==> config.mk <==
export PLATFORM = sky130hd
export DESIGN_NAME = irq_flags_and_system_cmd_regs
export DESIGN_NICKNAME = d
export VERILOG_FILES = /design/src/sfr_slice_pkg.sv /design/src/sync_edge.sv /design/src/tick_timer.sv /design/src/irq_flags_and_system_cmd_regs.sv
export SDC_FILE = /design/constraint.sdc
export NUM_CORES = 1
export LEC_CHECK = 0
export ABC_AREA = 0
export BUFFER_PORTS_ARGS = -buffer_cell sky130_fd_sc_hd__buf_2
export CAP_MARGIN = 30
export CORE_UTILIZATION = 52
export CTS_BUF_LIST = sky130_fd_sc_hd__clkbuf_4 sky130_fd_sc_hd__clkbuf_8
export DETAILED_ROUTE_END_ITERATION = 10
export PLACE_DENSITY = 0.75
export SLEW_MARGIN = 0
export SYNTH_ARGS = -nofsm -noshare
export SYNTH_HDL_FRONTEND = slang
export SYNTH_HIERARCHICAL = 1
export SYNTH_SLANG_ARGS = --single-unit
==> constraint.sdc <==
create_clock -name clock -period 2 [get_ports clock]
set_input_delay 0.2 -clock clock [delete_from_list [all_inputs] [get_ports clock]]
set_output_delay 0.2 -clock clock [all_outputs]
set_load 0.005 [all_outputs]
==> src/sfr_slice_pkg.sv <==
// Register map, field layout, command codes and timing of the SFR slice.
// Assumes a byte-wide SFR bus at the core's clock.
package sfr_slice_pkg;
  localparam logic [7:0] ADDR_OPTION     = 8'h94;
  localparam logic [7:0] ADDR_FLAGS      = 8'h95;
  localparam logic [7:0] ADDR_WAKE       = 8'h96;
  localparam logic [7:0] ADDR_COMMAND    = 8'h97;
  localparam logic [7:0] ADDR_IRQ_MASK   = 8'h98;
  // Option register fields
  localparam int CONV_DIV_LSB = 2;
  localparam int TICK_SEL_LSB = 0;
  localparam logic [1:0] CONV_DIV_RESET = 2'h0;
  localparam logic [1:0] TICK_SEL_RESET = 2'h0;
  // Flag register bit positions
  localparam int FLAG_LOW_VOLTAGE = 7;
  localparam int FLAG_TOUCH       = 5;
  localparam int FLAG_CONVERTER   = 4;
  localparam int FLAG_EXT_EDGE    = 2;
  localparam int FLAG_PORT1       = 1;
  localparam int FLAG_TICK        = 0;
  localparam logic [7:0] FLAG_WRITABLE = 8'h37;
  localparam logic [7:0] WAKE_RESET    = 8'h00;
  localparam logic [7:0] MASK_RESET    = 8'h00;
  // Command codes
  localparam logic [7:0] CMD_SOFT_RESET = 8'h56;
  localparam logic [7:0] CMD_SELFPROG   = 8'h65;
  // Converter clock divider terminal counts
  localparam logic [4:0] CONV_DIV32 = 5'h1F;
  localparam logic [4:0] CONV_DIV16 = 5'h0F;
  localparam logic [4:0] CONV_DIV8  = 5'h07;
  localparam logic [4:0] CONV_DIV4  = 5'h03;
  // Tick periods in slow clock cycles
  localparam logic [14:0] TICK_32768 = 15'h7FFF;
  localparam logic [14:0] TICK_16384 = 15'h3FFF;
  localparam logic [14:0] TICK_8192  = 15'h1FFF;
  localparam logic [14:0] TICK_128   = 15'h007F;
  localparam int SOFT_RESET_CYCLES   = 4;
endpackage

==> src/sync_edge.sv <==
// Two-flop synchroniser with edge outputs for one pin.
// Assumes the pin is asynchronous to clock.
module sync_edge (
  // Clock and reset
  input  wire logic clock,
  input  wire logic arst_n,
  // Pin and results
  input  wire logic pin,
  output logic      level,
  output logic      fall,
  output logic      change
);
  logic meta;
  logic stable;
  logic last;

  always_ff @(posedge clock or negedge arst_n) begin
    if (!arst_n) begin
      meta   <= 1'b1;
      stable <= 1'b1;
      last   <= 1'b1;
    end else begin
      meta   <= pin;
      stable <= meta;
      last   <= stable;
    end
  end

  assign level  = stable;
  assign fall   = last & ~stable;
  assign change = last ^ stable;
endmodule

==> src/tick_timer.sv <==
// Tick timer on slow clock enables, period picked by a two-bit code.
// Assumes slow_en is a one-cycle pulse on the system clock.
module tick_timer (
  // Clock and reset
  input  wire logic       clock,
  input  wire logic       arst_n,
  // Control
  input  wire logic       slow_en,
  input  wire logic [1:0] rate_sel,
  // Event
  output logic            tick
);
  logic [14:0] count;
  logic [14:0] limit;

  always_comb begin
    case (rate_sel)
      2'h0:    limit = sfr_slice_pkg::TICK_32768;
      2'h1:    limit = sfr_slice_pkg::TICK_16384;
      2'h2:    limit = sfr_slice_pkg::TICK_8192;
      default: limit = sfr_slice_pkg::TICK_128;
    endcase
  end

  // Count restarts past the limit so a shortened period takes at once
  always_ff @(posedge clock or negedge arst_n) begin
    if (!arst_n) begin
      count <= 15'h0000;
      tick  <= 1'b0;
    end else begin
      tick <= 1'b0;
      if (slow_en) begin
        if (count >= limit) begin
          count <= 15'h0000;
          tick  <= 1'b1;
        end else begin
          count <= count + 15'h0001;
        end
      end
    end
  end
endmodule

==> src/irq_flags_and_system_cmd_regs.sv <==
// Option, interrupt flag, port-1 wake and system command registers.
// Assumes an SFR bus from the core on the same clock, read data one
// cycle after the read strobe, and engine events as one-cycle pulses.
//
// Added by the designer: the address-and-strobe port.
module irq_flags_and_system_cmd_regs (
  // Clock and reset
  input  wire logic       clock,
  input  wire logic       arst_n,
  // SFR bus
  input  wire logic [7:0] addr,
  input  wire logic [7:0] wdata,
  input  wire logic       wr,
  input  wire logic       rd,
  output logic      [7:0] rdata,
  // Slow clock enable and converter clock enable
  input  wire logic       slow_en,
  output logic            converter_clk_en,
  // Engine events and modes
  input  wire logic       converter_done,
  input  wire logic       converter_conversion_start,
  input  wire logic       touch_done,
  input  wire logic       touch_event,
  input  wire logic       touch_conversion_start,
  input  wire logic       automatic_touch_scan_mode,
  // Low-voltage detector and power modes
  input  wire logic       low_voltage_detect,
  input  wire logic       low_voltage_reset_level,
  input  wire logic       low_supply_mode,
  input  wire logic       power_save_mode,
  input  wire logic       stop_mode,
  // Pins
  input  wire logic       ext_irq2_pin,
  input  wire logic [7:0] port1_pins,
  // Service routine acknowledges
  input  wire logic       ack_tick,
  input  wire logic       ack_ext_edge,
  input  wire logic       ack_port1,
  input  wire logic       ack_touch,
  // Results
  output logic      [1:0] tick_timer_rate_sel,
  output logic      [7:0] port1_wake_enable,
  output logic            flash_selfprog_permission_flag,
  output logic            soft_reset_command,
  output logic            irq
);
  logic [1:0] converter_clock_divider_sel;
  logic       tick_timer_flag;
  logic       touch_key_flag;
  logic       converter_done_flag;
  logic       ext_irq2_edge_flag;
  logic       port1_change_flag;
  logic       low_voltage_flag;
  logic [7:0] irq_mask;
  logic [7:0] flag_view;
  logic [4:0] div_count;
  logic [4:0] div_limit;
  logic [2:0] rst_count;
  logic       tick;
  logic       edge_fall;
  logic [7:0] p1_change;
  logic       p1_armed_change;
  logic       lv_meta;
  logic       lv_stable;
  logic [7:0] option_view;
  logic       option_wr;
  logic       flags_wr;
  logic       wake_wr;
  logic       cmd_wr;
  logic       mask_wr;

  // Exact address decode shared by every write enable; the read mux decodes addr in its own case
  function automatic logic hit(input logic [7:0] a, input logic [7:0] r);
    hit = (a == r);
  endfunction

  function automatic logic wclr(input logic en, input logic [7:0] d,
                                input int b);
    wclr = en & ~d[b];
  endfunction

  assign option_wr = wr & hit(addr, sfr_slice_pkg::ADDR_OPTION);
  assign flags_wr  = wr & hit(addr, sfr_slice_pkg::ADDR_FLAGS);
  assign wake_wr   = wr & hit(addr, sfr_slice_pkg::ADDR_WAKE);
  assign cmd_wr    = wr & hit(addr, sfr_slice_pkg::ADDR_COMMAND);
  assign mask_wr   = wr & hit(addr, sfr_slice_pkg::ADDR_IRQ_MASK);
  // Only pins with wake enabled may raise the change flag
  assign p1_armed_change = |(p1_change & port1_wake_enable);

  sync_edge u_ext_irq2_pin (
    .clock  (clock),
    .arst_n (arst_n),
    .pin    (ext_irq2_pin),
    .level  (),
    .fall   (edge_fall),
    .change ()
  );

  genvar gi;
  generate
    for (gi = 0; gi < 8; gi++) begin : g_p1
      sync_edge u_p1 (
        .clock  (clock),
        .arst_n (arst_n),
        .pin    (port1_pins[gi]),
        .level  (),
        .fall   (),
        .change (p1_change[gi])
      );
    end
  endgenerate

  tick_timer u_tick (
    .clock    (clock),
    .arst_n   (arst_n),
    .slow_en  (slow_en),
    .rate_sel (tick_timer_rate_sel),
    .tick     (tick)
  );

  // Option register fields
  always_ff @(posedge clock or negedge arst_n) begin
    if (!arst_n) begin
      converter_clock_divider_sel <= sfr_slice_pkg::CONV_DIV_RESET;
      tick_timer_rate_sel         <= sfr_slice_pkg::TICK_SEL_RESET;
    end else if (option_wr) begin
      converter_clock_divider_sel <=
        wdata[sfr_slice_pkg::CONV_DIV_LSB +: 2];
      tick_timer_rate_sel <= wdata[sfr_slice_pkg::TICK_SEL_LSB +: 2];
    end
  end

  // Converter clock divider
  always_comb begin
    case (converter_clock_divider_sel)
      2'h0:    div_limit = sfr_slice_pkg::CONV_DIV32;
      2'h1:    div_limit = sfr_slice_pkg::CONV_DIV16;
      2'h2:    div_limit = sfr_slice_pkg::CONV_DIV8;
      default: div_limit = sfr_slice_pkg::CONV_DIV4;
    endcase
  end

  // Restarts past a lowered limit, so a new rate takes at once
  always_ff @(posedge clock or negedge arst_n) begin
    if (!arst_n) begin
      div_count        <= 5'h00;
      converter_clk_en <= 1'b0;
    end else if (div_count >= div_limit) begin
      div_count        <= 5'h00;
      converter_clk_en <= 1'b1;
    end else begin
      div_count        <= div_count + 5'h01;
      converter_clk_en <= 1'b0;
    end
  end

  // Hardware set wins over every clear in the same cycle
  always_ff @(posedge clock or negedge arst_n) begin
    if (!arst_n) begin
      tick_timer_flag <= 1'b0;
    end else if (tick) begin
      tick_timer_flag <= 1'b1;
    end else if (ack_tick ||
                 wclr(flags_wr, wdata, sfr_slice_pkg::FLAG_TICK)) begin
      tick_timer_flag <= 1'b0;
    end
  end

  // Touch conversion done in manual mode, touch event in automatic mode
  always_ff @(posedge clock or negedge arst_n) begin
    if (!arst_n) begin
      touch_key_flag <= 1'b0;
    end else if (automatic_touch_scan_mode ? touch_event : touch_done) begin
      touch_key_flag <= 1'b1;
    end else if (wclr(flags_wr, wdata, sfr_slice_pkg::FLAG_TOUCH) ||
                 (!automatic_touch_scan_mode && touch_conversion_start) ||
                 (automatic_touch_scan_mode && ack_touch)) begin
      touch_key_flag <= 1'b0;
    end
  end

  // Converter start clears the converter flag only, never the touch flag
  always_ff @(posedge clock or negedge arst_n) begin
    if (!arst_n) begin
      converter_done_flag <= 1'b0;
    end else if (converter_done) begin
      converter_done_flag <= 1'b1;
    end else if (converter_conversion_start ||
                 wclr(flags_wr, wdata, sfr_slice_pkg::FLAG_CONVERTER)) begin
      converter_done_flag <= 1'b0;
    end
  end

  always_ff @(posedge clock or negedge arst_n) begin
    if (!arst_n) begin
      ext_irq2_edge_flag <= 1'b0;
    end else if (edge_fall) begin
      ext_irq2_edge_flag <= 1'b1;
    end else if (ack_ext_edge ||
                 wclr(flags_wr, wdata, sfr_slice_pkg::FLAG_EXT_EDGE)) begin
      ext_irq2_edge_flag <= 1'b0;
    end
  end

  always_ff @(posedge clock or negedge arst_n) begin
    if (!arst_n) begin
      port1_change_flag <= 1'b0;
    end else if (p1_armed_change) begin
      port1_change_flag <= 1'b1;
    end else if (ack_port1 ||
                 wclr(flags_wr, wdata, sfr_slice_pkg::FLAG_PORT1)) begin
      port1_change_flag <= 1'b0;
    end
  end

  // Detector is analog and free-running, so two flops come first
  always_ff @(posedge clock or negedge arst_n) begin
    if (!arst_n) begin
      lv_meta   <= 1'b0;
      lv_stable <= 1'b0;
    end else begin
      lv_meta   <= low_voltage_detect;
      lv_stable <= lv_meta;
    end
  end

  // Mode levels come from logic on this clock and need no synchroniser
  always_ff @(posedge clock or negedge arst_n) begin
    if (!arst_n) begin
      low_voltage_flag <= 1'b0;
    end else begin
      low_voltage_flag <= lv_stable & low_voltage_reset_level &
                          ~stop_mode &
                          ~(low_supply_mode & power_save_mode);
    end
  end

  // Enables gate the change flag only; pin sampling never stops
  always_ff @(posedge clock or negedge arst_n) begin
    if (!arst_n) begin
      port1_wake_enable <= sfr_slice_pkg::WAKE_RESET;
    end else if (wake_wr) begin
      port1_wake_enable <= wdata;
    end
  end

  // Mask bit 7 stays zero: the detector bit is a level, not an event
  always_ff @(posedge clock or negedge arst_n) begin
    if (!arst_n) begin
      irq_mask <= sfr_slice_pkg::MASK_RESET;
    end else if (mask_wr) begin
      irq_mask <= wdata & sfr_slice_pkg::FLAG_WRITABLE;
    end
  end

  // Any other command value, 56h too, withdraws the permission
  always_ff @(posedge clock or negedge arst_n) begin
    if (!arst_n) begin
      flash_selfprog_permission_flag <= 1'b0;
    end else if (cmd_wr) begin
      flash_selfprog_permission_flag <=
        (wdata == sfr_slice_pkg::CMD_SELFPROG);
    end
  end

  // Reset pulse held a few cycles so every reset target sees it
  always_ff @(posedge clock or negedge arst_n) begin
    if (!arst_n) begin
      rst_count          <= 3'h0;
      soft_reset_command <= 1'b0;
    end else if (cmd_wr && wdata == sfr_slice_pkg::CMD_SOFT_RESET) begin
      rst_count <= 3'(sfr_slice_pkg::SOFT_RESET_CYCLES - 1);
      soft_reset_command <= 1'b1;
    end else if (rst_count != 3'h0) begin
      rst_count <= rst_count - 3'h1;
    end else begin
      soft_reset_command <= 1'b0;
    end
  end

  // Option bits 7 to 4 belong to other blocks and read zero here
  always_comb begin
    option_view = 8'h00;
    option_view[sfr_slice_pkg::CONV_DIV_LSB +: 2] =
      converter_clock_divider_sel;
    option_view[sfr_slice_pkg::TICK_SEL_LSB +: 2] = tick_timer_rate_sel;
  end

  // Bits 6 and 3 are unused and read zero
  always_comb begin
    flag_view = 8'h00;
    flag_view[sfr_slice_pkg::FLAG_LOW_VOLTAGE] = low_voltage_flag;
    flag_view[sfr_slice_pkg::FLAG_TOUCH]       = touch_key_flag;
    flag_view[sfr_slice_pkg::FLAG_CONVERTER]   = converter_done_flag;
    flag_view[sfr_slice_pkg::FLAG_EXT_EDGE]    = ext_irq2_edge_flag;
    flag_view[sfr_slice_pkg::FLAG_PORT1]       = port1_change_flag;
    flag_view[sfr_slice_pkg::FLAG_TICK]        = tick_timer_flag;
  end

  // Registered output, so it trails the flags by one cycle
  always_ff @(posedge clock or negedge arst_n) begin
    if (!arst_n) begin
      irq <= 1'b0;
    end else begin
      irq <= |(flag_view & irq_mask);
    end
  end

  // Read data; unmapped addresses and other option bits read zero
  always_ff @(posedge clock or negedge arst_n) begin
    if (!arst_n) begin
      rdata <= 8'h00;
    end else if (rd) begin
      case (addr)
        sfr_slice_pkg::ADDR_OPTION:   rdata <= option_view;
        sfr_slice_pkg::ADDR_FLAGS:    rdata <= flag_view;
        sfr_slice_pkg::ADDR_WAKE:     rdata <= port1_wake_enable;
        sfr_slice_pkg::ADDR_COMMAND: begin
          rdata <= {7'h00, flash_selfprog_permission_flag};
        end
        sfr_slice_pkg::ADDR_IRQ_MASK: rdata <= irq_mask;
        default:                      rdata <= 8'h00;
      endcase
    end else begin
      rdata <= 8'h00;
    end
  end
endmodule

* Word-level counts from Yosys, hierarchy flattened *
Cells that the tools add are included.

word-level totals
  input bits = 45
  latch bits = 0
  word-level logic and storage cells = 143
  memories kept = 0
  output and inout port bits = 22
  register bits after elaboration = 88
  ROM bits = 0
  RAM bits = 0

cells by class
  $mul = 0
  bitwise gates (word level) = 33
  div/mod/pow operators = 0
  shift-type cells = 0
  $lt $le $gt $ge = 2
  equal/unequal tests = 12
  muxes and demuxes = 24
  $add $sub $neg = 3
  reduce and logical (&&, ||, !) cells = 21

operators with widths
  cell                                                             count
  15-bit one-hot mux with 3 select lines                           1
  8-bit == test, second input constant                             5
  8-bit one-hot mux with 5 select lines                            1
  8-bit by 7-bit == test with 1-bit output, second input constant  2
  1-bit two-way mux                                                16
  8-bit OR reduction                                               2
  15-bit by 1-bit adder with 15-bit output, second input constant  1
  1-bit AND                                                        15
  15-bit greater-or-equal comparator                               1
  15-bit two-way mux                                               1
  5-bit one-hot mux with 3 select lines                            1
  2-bit nonzero test                                               6
  8-bit by 6-bit AND with 8-bit output                             1
  8-bit AND                                                        1
  8-bit two-way mux                                                1
  1-bit inverter                                                   8
  1-bit bitwise XOR                                                8
  1-bit logical OR                                                 6
  3-bit two-way mux                                                2
  5-bit by 1-bit adder with 5-bit output, second input constant    1
  5-bit greater-or-equal comparator                                1
  5-bit two-way mux                                                1
  2-bit by 1-bit == test with 1-bit output, second input constant  2
  2-bit == test, second input constant                             2
  6 further kinds                                                  9

* Longest topological paths before layout *
  word-level depth = 7
  gate-level depth with buffers = 9
  mapped depth without buffers = 8

* By module *
The synthesis kept the hierarchy.

modules (own cells, without submodules)
  module                         times used  area an instance (um2)  cells an instance  seq. area each (um2)
  irq_flags_and_system_cmd_regs  1           2,128.3                 177                1,126.1
  tick_timer                     1           989.7                   114                400.4
  sync_edge                      9           98.8                    6                  78.8

* Least setup slack after synthesis *
Ideal clock, no wire load.

  kind = flip-flop to flip-flop
  start point = register tick_timer_rate_sel[1]
  end point = register u_tick.count[6]
  data arrival time = 1.894 ns
  path buffers = 0
  required time = 1.884 ns
  setup slack = -0.010 ns
  setup time = 0.116 ns
  cell stages (with the launch flop) = 7
  period minus slack after synthesis = 2.010 ns
  cells stage by stage = dfrtp_1 -> or2_2 -> ha_1 -> a21o_1 -> a41oi_2 -> nand3_1 -> o311ai_0

on the way
  longest elaborated chain between the ends = 4
  elaborated cells between the ends (all ways) = 6
  those cells by class = 1 x order compare; 2 x eq/ne; 2 x mux; 1 x reduce/logical

RTL lines
  what                                         line                                  text
  start, declared                              irq_flags_and_system_cmd_regs.sv:41   output logic [1:0] tick_timer_rate_sel,
  start signal, assigned                       irq_flags_and_system_cmd_regs.sv:125  tick_timer_rate_sel <= sfr_slice_pkg::TICK_SEL_RESET;
  start signal, assigned                       irq_flags_and_system_cmd_regs.sv:129  tick_timer_rate_sel <= wdata[sfr_slice_pkg::TICK_SEL_LSB +: 2];
  2-bit == test, or another cell as far along  tick_timer.sv:17                      case (rate_sel)
  15-bit one-hot mux with 3 select lines (*)   tick_timer.sv:17
  15-bit greater-or-equal comparator (*)       tick_timer.sv:33                      if (count >= limit) begin
  15-bit two-way mux (*)                       tick_timer.sv:33
  end signal, assigned                         tick_timer.sv:37                      count <= count + 15'h0001;
  end, declared                                tick_timer.sv:13                      logic [14:0] count;

Mark *: on every way between the ends. The rest lies on a longest branch, timed or not.
A chain may end at the register's enable or synchronous reset.

* Worst setup path after layout *
  start point = register tick_timer_rate_sel[1]
  end point = register u_tick.count[2]

The elaborated chain is that of the path after synthesis.

==> results.toml <==
[route]
drc = 0
avgViaCountPerCell = 5.430
vias = 2954
ant_nets = 0
routedWlPerCell_um = 15.29
wl_mm = 8.317
dr.pass1.iters = 5
drtIter0Drc = 134

[worst_setup_path]
crit-reg2reg-launch = "tick_timer_rate_sel[1]"
start_kind = "flop"
endpoint_kind = "flop"
arrival_ps = 2170
endpoint = "u_tick/count[2]"
cp_max_fo = 4
critical_path_required_ps = 2230
rr_endpoint = "u_tick/count[2]"
timing.reg2reg.setup_slack_ps = 60
worstRegToRegCells = 8
crit_type = "flop to flop"
crit_path_start = "tick_timer_rate_sel[1]"

[timing]
hold_violations = 0
final_max_slew_viol_count = 0
period_share_pct = 97.24
worstMarginPinSlew_ps = 556.5
holdWs_ps = 30.18
finClkSkew_ps = 8.870
max_clock_freq_mhz = 514.2
slew_headroom_pct = 62.90
final.min_clock_period_ps = 1945
setup-violations-final = 0

[floorplanning]
core_um2 = 7331
start_util_pct = 54.62
io_pins = 67
design.die.area_um2 = 8054
floorplan.rows = 31
die-width_um = 89.75
chipHeight_um = 89.75

[logic_synthesis]
yosysWarningCount = 6
postSynthAreaPerCell_um2 = 11.64
syn-cell-area_um2 = 4004
synth_nets = 408
synthCells = 344

[finish]
final_area_um2 = 4905
layout_common_cells = "65 x buf_2, 61 x dfrtp_1, 29 x inv_1"
area_delta_synth_final_pct = 22.50
layout_commonest_cell = "buf_2"
num_antenna_cells = 0
n_fill_cell = 579
drive_above_1_share_pct = 35.28
nets = 504

[global_route]
antenna_found_initial = 0
grt_util_met3_pct = 4.822
grt_util_met2_pct = 35.19
grt_pass1_wl_mm = 13.65
globalRouteOverflowTotal = 0
grt_use_total_pct = 21.57
grt_use_met1_pct = 28.38
busiest_layer = "met2"
grt_pass1_vias = 2867
grt_max_degree = 46

[run_status]
status = "finished, final reports clean"

[placed_design]
dpl_cell_area_um2 = 4509
numPortBuffers = 66
routabilityCongestion = 0.9348
dp_hpwl_mm = 5.890

[clock_network]
root_buffer = "clkbuf_8"
cts_tree = "built"
ctsHtreeMaxLevel = 3
cts_buffer_depth = 2
clock-sinks = 88
clk-insertion-delay-late_ps = 350
clk_pin_slew_worst_paths_ps = 90
cts_buffers = 9

[job]
maxCapViolCount = 0

[pwr]
p_leak_nw = 2.409
power_density_nw_per_um2 = 829.5
vdd_drop_max_mv = 0.3768

[worst_hold_path]
hold_path.class = "primary input to flop"
## registers in the layout, summed over array words and instances, names as in the netlist, 3 cells and up
| signal | count |
|---|---|
| irq_mask | 5 |
| rst_count | 3 |
| port1_wake_enable | 8 |
| g_p1.u_p1/level | 8 |
| g_p1.u_p1/meta | 8 |
| div_count | 5 |
| rdata | 8 |
| g_p1.u_p1/last | 8 |
| u_tick/count | 15 |
## worst min-delay path by stage
stage	from	end	slack [ps]	cells past startpoint
final	converter_done	converter_done_flag	30	2
after global routing	converter_done	converter_done_flag	50	2
after CTS	converter_done	converter_done_flag	10	2
after detailed placement	arst_n	converter_clk_en	230	1
after global placement	arst_n	converter_clk_en	220	1
after floorplan	arst_n	converter_clk_en	-100	0
## where the power goes
part           internal (W)  switching [W]
logic              0.000346       0.000386
clock network      0.000526       0.000627
registers           0.00201       0.000176
## routing by layer
metal  vias to the layer above  part of all wire [%]  routed length [um]
met3                        11                   4.6                 379
met5                         -                     0                   0
met2                        85                    49                4085
li1                       1400                     -                   -
met1                      1458                    45                3747
met4                         0                   1.3                 104
## final cells by class
cell class	count	area, um^2	share of cell area, %
Sequential cell	88	2236	45.59
Multi-Input combinational cell	220	1664	33.93
Timing Repair Buffer	92	580.6	11.84
Clock buffer	11	151.4	3.087
Tap cell	99	123.9	2.526
Inverter	29	108.9	2.219
Clock inverter	5	40.04	0.8163
## critical path, cell delays in order (launching register included)
cell,delay [ps]
dfrtp_1,380
or2_2,320
ha_4,280
nand2_2,80
nor2_2,150
a41oi_4,150
buf_4,190
a31oi_1,170
o22ai_1,110
## repair_timing
action,in CTS,in global routing
hold buffers,13,0
setup buffers,0,2
setup endpoints to repair,2,16
pin swaps,1,4
gates resized for setup,1,11
hold endpoints to repair,36,0
## stage by stage
step                setup WS (ps)  cells  utilization [%]  setup TNS [ps]  power, W
global route               -27.12    544            66.91          -106.4  0.004309
CTS                         6.869    542            66.05               0  0.004105
detailed placement         -12.58    513            61.51          -12.58  0.002919
finish                      55.11    544            66.91               0  0.004068
floorplan                   21.47    344                -               0  0.002662
global placement            50.24    513            61.51               0  0.002875
No activity file was read; power rests on OpenSTA's default activity.
